File: config.mk
export PLATFORM = sky130hd
export DESIGN_NAME = ptb_time_base
export DESIGN_NICKNAME = d
export VERILOG_FILES = /design/src/logic/ptb_pkg.sv /design/src/logic/ptb_duty_mem.sv /design/src/logic/ptb_time_base.sv
export VERILOG_INCLUDE_DIRS = /design/src /design/src/logic
export SDC_FILE = /design/constraint.sdc
export NUM_CORES = 1
export LEC_CHECK = 0
export CAP_MARGIN = 10
export CELL_PAD_IN_SITES_DETAIL_PLACEMENT = 1
export CELL_PAD_IN_SITES_GLOBAL_PLACEMENT = 2
export CORE_ASPECT_RATIO = 0.75
export CORE_MARGIN = 1
export CORE_UTILIZATION = 45
export DETAILED_ROUTE_END_ITERATION = 10
export DONT_BUFFER_PORTS = 1
export GPL_TIMING_DRIVEN = 0
export PLACE_DENSITY_LB_ADDON = 0.1
export SLEW_MARGIN = 20
export SYNTH_ARGS = -nofsm -noshare
export SYNTH_HDL_FRONTEND = slang
export SYNTH_SLANG_ARGS = --single-unit
File: constraint.sdc
create_clock -name ref_clk_i -period 7.5 [get_ports ref_clk_i]
set_input_delay 0.75 -clock ref_clk_i [delete_from_list [all_inputs] [get_ports ref_clk_i]]
set_output_delay 0.75 -clock ref_clk_i [all_outputs]
set_load 0.01 [all_outputs]
File: src/logic/ptb_defines.svh
/*
 * Constants of the PWM time base: register offsets, field positions,
 * reset values and counts.
 * Assumes inclusion by bare name from the time base and the bench.
 */
`ifndef PTB_DEFINES_SVH
`define PTB_DEFINES_SVH

// ----------------------------------------------------------------
// register offsets (word index on the plain register port)
// ----------------------------------------------------------------
`define PTB_ADDR_CTRL 4'h0
`define PTB_ADDR_PERIOD 4'h1
`define PTB_ADDR_SECMP 4'h2
`define PTB_ADDR_STATUS 4'h3
`define PTB_ADDR_COUNT 4'h4
`define PTB_ADDR_DUTY0 4'h8

// ----------------------------------------------------------------
// control field positions
// ----------------------------------------------------------------
`define PTB_MODE_LSB 0
`define PTB_MODE_MSB 1
`define PTB_PRE_LSB 2
`define PTB_PRE_MSB 3
`define PTB_POST_LSB 4
`define PTB_POST_MSB 7
`define PTB_IDLE_BIT 13
`define PTB_ON_BIT 15

// ----------------------------------------------------------------
// reset values and counts
// ----------------------------------------------------------------
`define PTB_CTRL_RST 16'h0000
`define PTB_PERIOD_RST 16'hFFFF
`define PTB_PRE_MAX 6'h3F

`endif

File: src/logic/ptb_pkg.sv
/*
 * Types of the PWM time base.
 * Assumes the constants header beside it.
 */
package ptb_pkg;

    // ----------------------------------------------------------------
    // counting modes, code as held in the mode field
    // ----------------------------------------------------------------
    typedef enum logic [1:0] {
        PTB_FREE = 2'h0,
        PTB_SINGLE = 2'h1,
        PTB_UPDN = 2'h2,
        PTB_UPDN_DBL = 2'h3
    } ptb_mode_t;

    // ----------------------------------------------------------------
    // counter direction states, one-hot
    // ----------------------------------------------------------------
    typedef enum logic [1:0] {
        PTB_UP = 2'h1,
        PTB_DOWN = 2'h2
    } ptb_dir_t;

endpackage : ptb_pkg

File: src/logic/ptb_duty_mem.sv
/*
 * Small buffer memory for the software duty values.
 * Assumes one write port and one registered read port on one clock.
 */
`timescale 1ns/1ps
module ptb_duty_mem #(
    parameter int DEPTH = 4,
    parameter int AW = 2,
    parameter int DW = 16
) (
    input wire logic ref_clk_i,
    input wire logic wr_en_i,
    input wire logic [AW-1:0] wr_addr_i,
    input wire logic [DW-1:0] wr_data_i,
    input wire logic [AW-1:0] rd_addr_i,
    output logic [DW-1:0] rd_data_o
);
    logic [DW-1:0] mem [DEPTH];

    // ----------------------------------------------------------------
    // storage, no reset: software loads before enabling
    // ----------------------------------------------------------------
    always_ff @(posedge ref_clk_i) begin
        if (wr_en_i) begin
            mem[wr_addr_i] <= wr_data_i;
        end
        rd_data_o <= mem[rd_addr_i];
    end
endmodule : ptb_duty_mem

File: src/logic/ptb_time_base.sv
/*
 * PWM time base with duty compare outputs.
 * Assumes a plain register port, synchronous inputs, one clock.
 */
// Local design decisions: the address-and-strobe port and the placing of the registers.
`timescale 1ns/1ps
`include "ptb_defines.svh"
module ptb_time_base #(
    parameter int NUM_GEN = 4,
    parameter int GEN_AW = 2,
    parameter int CW = 16
) (
    input wire logic ref_clk_i,
    input wire logic sys_rst_i,
    input wire logic [3:0] reg_addr_i,
    input wire logic [15:0] reg_wdata_i,
    input wire logic reg_wr_i,
    input wire logic reg_rd_i,
    output logic [15:0] reg_rdata_o,
    output logic cycle_interrupt_flag_o,
    output logic event_trigger_out_o,
    output logic [NUM_GEN-1:0] high_side_out_o,
    output logic [NUM_GEN-1:0] low_side_out_o
);
    // ----------------------------------------------------------------
    // helpers
    // ----------------------------------------------------------------
    function automatic logic [5:0] pre_limit(input logic [1:0] code);
        unique case (code)
            2'h0: pre_limit = 6'h00;
            2'h1: pre_limit = 6'h03;
            2'h2: pre_limit = 6'h0F;
            default: pre_limit = `PTB_PRE_MAX;
        endcase
    endfunction : pre_limit

    function automatic logic is_duty_addr(input logic [3:0] a);
        is_duty_addr = (a >= `PTB_ADDR_DUTY0) &&
            (a < `PTB_ADDR_DUTY0 + 4'(NUM_GEN));
    endfunction : is_duty_addr

    // ----------------------------------------------------------------
    // state
    // ----------------------------------------------------------------
    logic [15:0] time_base_control, next_time_base_control;
    logic [CW-1:0] period_value, next_period_value;
    logic [CW-1:0] event_compare_buf, next_event_compare_buf;
    logic [CW-1:0] event_compare_value, next_event_compare_value;
    logic [CW-1:0] count, next_count;
    ptb_pkg::ptb_dir_t dir, next_dir;
    logic [5:0] pre_cnt, next_pre_cnt;
    logic [3:0] post_cnt, next_post_cnt;
    logic flag, next_flag;
    logic evt, next_evt;
    logic [CW-1:0] duty_work [NUM_GEN];
    logic [CW-1:0] next_duty_work [NUM_GEN];
    logic [NUM_GEN-1:0] pwm_on, next_pwm_on;
    logic [15:0] next_rdata;
    logic load_busy, next_load_busy;
    logic [GEN_AW-1:0] load_idx, next_load_idx;
    logic [CW-1:0] mem_rdata;
    logic [GEN_AW-1:0] mem_raddr;
    logic load_wr;
    logic [GEN_AW-1:0] load_wr_idx;

    ptb_pkg::ptb_mode_t mode;
    logic time_base_on, tick, at_top, at_zero, reload, qual_evt;
    logic [3:0] post_sel;

    assign mode = ptb_pkg::ptb_mode_t'(time_base_control[`PTB_MODE_MSB:`PTB_MODE_LSB]);
    assign post_sel = time_base_control[`PTB_POST_MSB:`PTB_POST_LSB];
    assign time_base_on = time_base_control[`PTB_ON_BIT];

    // ----------------------------------------------------------------
    // duty buffers; read port walks generators for the reload copy
    // ----------------------------------------------------------------
    assign mem_raddr = load_busy ? load_idx : reg_addr_i[GEN_AW-1:0];

    ptb_duty_mem #(
        .DEPTH(NUM_GEN),
        .AW(GEN_AW),
        .DW(CW)
    ) ptb_duty_mem_inst (
        .ref_clk_i(ref_clk_i),
        .wr_en_i(reg_wr_i && is_duty_addr(reg_addr_i)),
        .wr_addr_i(reg_addr_i[GEN_AW-1:0]),
        .wr_data_i(reg_wdata_i),
        .rd_addr_i(mem_raddr),
        .rd_data_o(mem_rdata)
    );

    // ----------------------------------------------------------------
    // prescaler and counter
    // ----------------------------------------------------------------
    assign tick = time_base_on && (pre_cnt == pre_limit(
        time_base_control[`PTB_PRE_MSB:`PTB_PRE_LSB]));
    assign at_top = (count == period_value);
    assign at_zero = (count == '0);

    // reload points per mode, on the tick that leaves the point
    always_comb begin
        reload = 1'b0;
        qual_evt = 1'b0;
        unique case (mode)
            ptb_pkg::PTB_FREE: begin
                reload = tick && at_top;
                qual_evt = tick && at_top;
            end
            ptb_pkg::PTB_UPDN: begin
                reload = tick && at_zero && (dir == ptb_pkg::PTB_DOWN);
                qual_evt = tick && at_zero && (dir == ptb_pkg::PTB_DOWN);
            end
            ptb_pkg::PTB_UPDN_DBL: begin
                reload = tick && (at_zero || at_top);
                qual_evt = reload;
            end
            // single-shot is not supported; the counter holds
            default: reload = 1'b0;
        endcase
    end

    always_comb begin
        next_pre_cnt = tick || !time_base_on ? 6'h00 : pre_cnt + 6'h01;
        next_count = count;
        next_dir = dir;
        if (!time_base_on) begin
            next_count = '0;
            next_dir = ptb_pkg::PTB_UP;
        end else if (tick) begin
            unique case (mode)
                ptb_pkg::PTB_FREE: begin
                    next_count = at_top ? '0 : count + 1'b1;
                    next_dir = ptb_pkg::PTB_UP;
                end
                ptb_pkg::PTB_UPDN, ptb_pkg::PTB_UPDN_DBL: begin
                    unique case (dir)
                        ptb_pkg::PTB_UP: begin
                            next_count = at_top ? count - 1'b1 : count + 1'b1;
                            if (at_top) next_dir = ptb_pkg::PTB_DOWN;
                        end
                        ptb_pkg::PTB_DOWN: begin
                            next_count = at_zero ? count + 1'b1 : count - 1'b1;
                            if (at_zero) next_dir = ptb_pkg::PTB_UP;
                        end
                    endcase
                end
                // single-shot: the counter holds
                default: next_count = count;
            endcase
        end
    end

    // ----------------------------------------------------------------
    // cycle flag, postscaled except in double-update mode; one-cycle pulse
    // ----------------------------------------------------------------
    always_comb begin
        next_flag = 1'b0;
        next_post_cnt = post_cnt;
        if (!time_base_on) begin
            next_post_cnt = 4'h0;
        end else if (qual_evt) begin
            if (mode == ptb_pkg::PTB_UPDN_DBL) begin
                next_flag = 1'b1;
            end else if (post_cnt >= post_sel) begin
                next_flag = 1'b1;
                next_post_cnt = 4'h0;
            end else begin
                next_post_cnt = post_cnt + 4'h1;
            end
        end
    end

    // ----------------------------------------------------------------
    // registers, working copies, compare outputs
    // ----------------------------------------------------------------
    always_comb begin
        next_time_base_control = time_base_control;
        next_period_value = period_value;
        next_event_compare_buf = event_compare_buf;
        next_event_compare_value = event_compare_value;
        next_load_busy = load_busy;
        next_load_idx = load_idx;
        next_rdata = 16'h0000;
        next_duty_work = duty_work;
        if (reg_wr_i) begin
            unique case (reg_addr_i)
                `PTB_ADDR_CTRL: next_time_base_control = reg_wdata_i;
                `PTB_ADDR_PERIOD: next_period_value = reg_wdata_i;
                `PTB_ADDR_SECMP: next_event_compare_buf = reg_wdata_i;
                default: next_time_base_control = time_base_control;
            endcase
        end
        if (reg_rd_i) begin
            unique case (reg_addr_i)
                `PTB_ADDR_CTRL: next_rdata = time_base_control;
                `PTB_ADDR_PERIOD: next_rdata = period_value;
                `PTB_ADDR_SECMP: next_rdata = event_compare_buf;
                `PTB_ADDR_STATUS: next_rdata = {14'h0000, dir == ptb_pkg::PTB_DOWN, flag};
                `PTB_ADDR_COUNT: next_rdata = count;
                default: next_rdata = 16'h0000;
            endcase
        end
        // copy walk: one generator per cycle; at divide by one the first
        // counts after a reload still compare against the old values
        if (reload) begin
            next_event_compare_value = event_compare_buf;
            next_load_busy = 1'b1;
            next_load_idx = '0;
        end else if (load_busy) begin
            next_load_idx = load_idx + 1'b1;
            next_load_busy = (load_idx != GEN_AW'(NUM_GEN - 1));
        end
        // read data trail the address by one cycle, so write at the delayed index
        if (load_wr) next_duty_work[load_wr_idx] = mem_rdata;
    end

    always_comb begin
        next_pwm_on = pwm_on;
        next_evt = tick && (count == event_compare_value);
        for (int g = 0; g < NUM_GEN; g++) begin
            if (duty_work[g] == '0) begin
                next_pwm_on[g] = 1'b0;
            end else if (duty_work[g] > period_value) begin
                next_pwm_on[g] = 1'b1;
            end else if (count == duty_work[g]) begin
                next_pwm_on[g] = 1'b0;
            end else if (at_zero) begin
                next_pwm_on[g] = 1'b1;
            end
        end
        if (!time_base_on) begin
            next_pwm_on = '0;
        end
    end

    always_ff @(posedge ref_clk_i) begin
        if (sys_rst_i) begin
            time_base_control <= `PTB_CTRL_RST;
            period_value <= `PTB_PERIOD_RST;
            event_compare_buf <= '0;
            event_compare_value <= '0;
            count <= '0;
            dir <= ptb_pkg::PTB_UP;
            pre_cnt <= 6'h00;
            post_cnt <= 4'h0;
            flag <= 1'b0;
            evt <= 1'b0;
            pwm_on <= '0;
            reg_rdata_o <= 16'h0000;
            load_busy <= 1'b0;
            load_idx <= '0;
            load_wr <= 1'b0;
            load_wr_idx <= '0;
            duty_work <= '{default: '0};
        end else begin
            time_base_control <= next_time_base_control;
            period_value <= next_period_value;
            event_compare_buf <= next_event_compare_buf;
            event_compare_value <= next_event_compare_value;
            count <= next_count;
            dir <= next_dir;
            pre_cnt <= next_pre_cnt;
            post_cnt <= next_post_cnt;
            flag <= next_flag;
            evt <= next_evt;
            pwm_on <= next_pwm_on;
            reg_rdata_o <= next_rdata;
            load_busy <= next_load_busy;
            load_idx <= next_load_idx;
            load_wr <= load_busy;
            load_wr_idx <= load_idx;
            duty_work <= next_duty_work;
        end
    end

    assign cycle_interrupt_flag_o = flag;
    assign event_trigger_out_o = evt;
    assign high_side_out_o = pwm_on;
    assign low_side_out_o = ~pwm_on;

    // ----------------------------------------------------------------
    // checks
    // ----------------------------------------------------------------
    free_wrap_a: assert property (@(posedge ref_clk_i) disable iff (sys_rst_i)
        tick && mode == ptb_pkg::PTB_FREE && at_top |=> count == '0)
        else $error("free mode did not wrap to zero");
    updn_turn_a: assert property (@(posedge ref_clk_i) disable iff (sys_rst_i)
        tick && mode == ptb_pkg::PTB_UPDN && at_top && dir == ptb_pkg::PTB_UP
        && period_value != '0 |=> dir == ptb_pkg::PTB_DOWN)
        else $error("up/down did not turn at period");
    pre_div_a: assert property (@(posedge ref_clk_i) disable iff (sys_rst_i)
        tick && time_base_control[3:2] == 2'h1 && $stable(time_base_control)
        |=> !tick [*3])
        else $error("divide by four broken");
    dbl_flag_a: assert property (@(posedge ref_clk_i) disable iff (sys_rst_i)
        tick && time_base_on && mode == ptb_pkg::PTB_UPDN_DBL && at_zero |=> flag)
        else $error("double update flag missing");
    zero_duty_a: assert property (@(posedge ref_clk_i) disable iff (sys_rst_i)
        duty_work[0] == '0 |=> !high_side_out_o[0])
        else $error("zero duty drove output");
    over_duty_a: assert property (@(posedge ref_clk_i) disable iff (sys_rst_i)
        time_base_on && duty_work[0] > period_value |=> high_side_out_o[0])
        else $error("over-period duty not held active");
    match_off_a: assert property (@(posedge ref_clk_i) disable iff (sys_rst_i)
        time_base_on && duty_work[0] != '0 && duty_work[0] <= period_value
        && count == duty_work[0] |=> !high_side_out_o[0])
        else $error("output not cleared on match");
    secmp_load_a: assert property (@(posedge ref_clk_i) disable iff (sys_rst_i)
        reload |=> event_compare_value == $past(event_compare_buf))
        else $error("event compare not reloaded");
    post_once_a: assert property (@(posedge ref_clk_i) disable iff (sys_rst_i)
        flag && mode != ptb_pkg::PTB_UPDN_DBL |-> post_cnt == 4'h0)
        else $error("postscale counter not restarted");
    free_cov: cover property (@(posedge ref_clk_i) mode == ptb_pkg::PTB_FREE && flag);
    updn_cov: cover property (@(posedge ref_clk_i) mode == ptb_pkg::PTB_UPDN && flag);
    dbl_cov: cover property (@(posedge ref_clk_i) mode == ptb_pkg::PTB_UPDN_DBL && reload);
endmodule : ptb_time_base

==> metrics.md <==
| Metric | Value |
|---|---|
| Initial core utilization | 46.1% |
| FF+latch count, synth | 264 |
| Antenna Cells | 0 |
| Crit path capture | count[15]$_SDFFE_PP0P_ |
| GPL Wtd Cong | 0.897 |
| H-tree depth | 1 |
| Final net count | 1481 |
| R2r endpoint | count[15]$_SDFFE_PP0P_ |
| Wire length per cell | 26.1 µm |
| CTS tree | done |
| RSZ-0062 raised after global routing | false |
| Clk_lat worst skew | 0.59 ns |
| Vias | 10700 |
| Measured slew at the worst slew-check pin | 1.23 ns |
| # setup viols final | 0 |
| Core area | 28200 µm² |
| Largest net degree at the start of global routing | 17 |
| EDFF count, synth | 64 |
| Layout Skew | 0.0422 ns |
| Synthesis-to-finish area growth | 10.4% |
| Cts bufs inserted | 28 |
| First-iteration detailed-routing DRC count | 942 |
| Gr usage total | 32.0% |
| Routed wire length | 46.6 mm |
| Vias in the first global route | 10600 |
| CP endpoint kind | register |
| Gate Count Post-Synth | 1349 |
| Die H | 149 µm |
| Antenna-violating nets left | 0 |
| Initial DRT Pass Iterations | 7 |
| R2R depth | 11 |
| Post-synth top area cell | dfxtp_1 |
| Arrival time at the worst endpoint | 3.66 ns |
| Hold Fails Final Rpt | 0 |
| Mapped Nets | 1449 |
| Port-buffer cells | 0 |
| Leakage power | 5.82 nW |
| I/O pins | 50 |
| Max VDD drop | 208 µV |
| Clk buf depth | 3 |
| Max-Cap Viols | 0 |
| Half-perimeter wire length after placement | 33.3 mm |
| First-pass GRT wire length | 68.9 mm |
| Critical Path Source | count[1]$_SDFFE_PP0P_ |
| Clk sinks | 264 |
| Final period util | 43.8% |
| Sequential share of the synthesized area | 45.6% |
| Antenna violations before repair | 1 |
| Row cnt | 53 |
| Post-cts sizing count | 0 |
| Worst Path Class, Setup | register to register |
| Syn Area/Cell | 9.64 µm² |
| Clock root cell | clkbuf_16 |
| Count of unique library cells instantiated by Yosys | 72 |
| Synth area leaders | dfxtp_1, edfxtp_1, xor2_1, ha_1, nand2_1 |
| Status | finished clean |
| R2R Setup Slk | 4.22 ns |
| Critical Path Source Type | register |
| Synth top area share | 30.8% |
| Vias per cell | 5.98 |
| Pwr/cell area | 201 nW/µm² |
| RR Startpoint | count[1]$_SDFFE_PP0P_ |
| Die width | 198 µm |
| Max frequency | 305 MHz |
| Remaining DRCs | 0 |
| Mapped Area | 13000 µm² |
| Slew HR | 17.9% |
| Post-synth ARST share | 0% |
| Layout cells sized above 1 | 7.28% |
| Total global routing overflow | 0 |
| Critical Path RT | 7.88 ns |
| Die Area | 29600 µm² |
| Final min period | 3.28 ns |
| Post-synth top flop | dfxtp_1 |
| Tot Pwr | 0.00288 W |
| Max-slew violations | 0 |
| Setup TNS | 0 ns |
| Min-Delay Path Class | primary input to register |
| # hold bufs at CTS | 0 |
| Post-CTS Setup Inserts | 0 |
| Crit-path max FO | 10 |
| Clk slew on worst S/H paths | 0.06 ns |
| Synth warn | 0 |
## report_power, final
group	leakage (nW)	internal, W	switching, W
registers	2.20	0.00147	0.0000275
clock network	0.402	0.000689	0.000609
logic	3.22	0.0000267	0.0000551
total	5.82	0.00219	0.000692
## metal layers
metal  global-route usage, %  part of all wire (%)
met5                       0                     0
met2                    45.4                    41
met4                    8.22                   2.6
met3                    9.34                   9.2
met1                    47.1                    47
## cells in the mapped netlist (5+ instances only)
master	instances
a21o_1	16
a22oi_1	30
nand3_1	16
o21a_1	10
o211ai_1	6
a22o_1	20
xor2_1	110
mux4_2	17
nand2_1	225
nand2b_1	10
nor3_1	16
a21oi_1	138
buf_2	12
clkbuf_1	50
buf_1	13
inv_1	37
o21ai_0	27
dfxtp_1	200
xnor2_1	8
ha_1	76
edfxtp_1	64
buf_6	5
nand4_1	24
nor2b_1	10
nor2_1	49
nor4_1	47
a211o_1	16
and3_1	10
## worst max-delay path, stage by stage (launching register included)
cell and delay, ns:
dfxtp_1 0.35, buf_2 0.28, inv_1 0.16, ha_1 0.22
or3b_1 0.46, nor4_4 0.48, a21oi_2 0.20, a21oi_4 0.32
buf_6 0.21, o21ai_1 0.07, a31oi_1 0.21, o41ai_2 0.12
## area by class of cell
cell class / instances / area, µm²
fillers: 3184 / 13800
clock inverters: 18 / 116
flip-flops and latches: 264 / 5930
repair buffers: 2 / 10.0
multi-input cells: 968 / 6620
inverters: 37 / 139
plain buffers: 80 / 353
well taps: 385 / 482
clock buffers: 33 / 719
## cell families after synthesis
family	after synthesis	synth area share, %
compound gates	309	15.6
xor+xnor	118	7.95
fa+ha+maj	76	7.31
buf+inv	117	3.78
flops	264	45.6
mux	21	3.25
simple gates	444	16.6
## worst min path at each step
stage,cells after the start,start,slack (ns),end
after floorplan,2,time_base_control[10]$_SDFFE_PP0P_,0.44,time_base_control[10]$_SDFFE_PP0P_
after detailed placement,2,time_base_control[12]$_SDFFE_PP0P_,0.46,time_base_control[12]$_SDFFE_PP0P_
after global placement,2,time_base_control[12]$_SDFFE_PP0P_,0.45,time_base_control[12]$_SDFFE_PP0P_
after CTS,0,reg_wdata_i[14],0.23,ptb_duty_mem_inst.mem[2][14]$_DFFE_PP_
final,0,reg_wdata_i[10],0.25,ptb_duty_mem_inst.mem[3][10]$_DFFE_PP_
after global routing,0,reg_wdata_i[14],0.24,ptb_duty_mem_inst.mem[2][14]$_DFFE_PP_
## flip-flops by register name (all words and copies together), names as in the netlist, 2 cells and up
register / flops
high_side_out_o: 4
pre_cnt: 6
event_compare_value: 16
time_base_control: 16
duty_work: 64
count: 16
load_wr_idx: 2
dir: 2
ptb_duty_mem_inst.mem: 64
post_cnt: 4
period_value: 16
load_idx: 2
ptb_duty_mem_inst.rd_data_o: 16
event_compare_buf: 16
reg_rdata_o: 16
## stage by stage
step	util, %	cell area (µm²)	cells	setup slack, ns	hold slack [ns]
final	51.0	14400	1787	4.22	0.254
after global routing	51.0	14400	1787	4.09	0.238
after CTS	51.0	14400	1787	4.27	0.233
after detailed placement	48.0	13500	1736	4.30	0.464
after global placement	47.9	13500	1734	3.60	0.449
after floorplan	-	13000	1349	4.42	0.437
## cells in the final DEF, fill, tap and decap left out, types with 8 or more instances in the layout
cell type / Yosys / routed
ha_1: 76 / 76
a21o_1: 16 / 16
clkbuf_1: 50 / 55
o21a_1: 10 / 10
nand2_1: 225 / 225
buf_2: 12 / 14
nor2b_1: 10 / 10
nand3_1: 16 / 16
dfxtp_1: 200 / 200
clkbuf_16: 0 / 28
nor4_1: 47 / 44
a211o_1: 16 / 16
and3_1: 10 / 10
nand2b_1: 10 / 10
nor2_1: 49 / 47
nor3_1: 16 / 16
xor2_1: 110 / 110
mux4_2: 17 / 17
nand4_1: 24 / 24
inv_1: 37 / 37
o21ai_0: 27 / 27
a22o_1: 20 / 20
a21oi_1: 138 / 138
edfxtp_1: 64 / 64
xnor2_1: 8 / 8
buf_1: 13 / 13
a22oi_1: 30 / 30
Power figures use the tool's default switching activity.
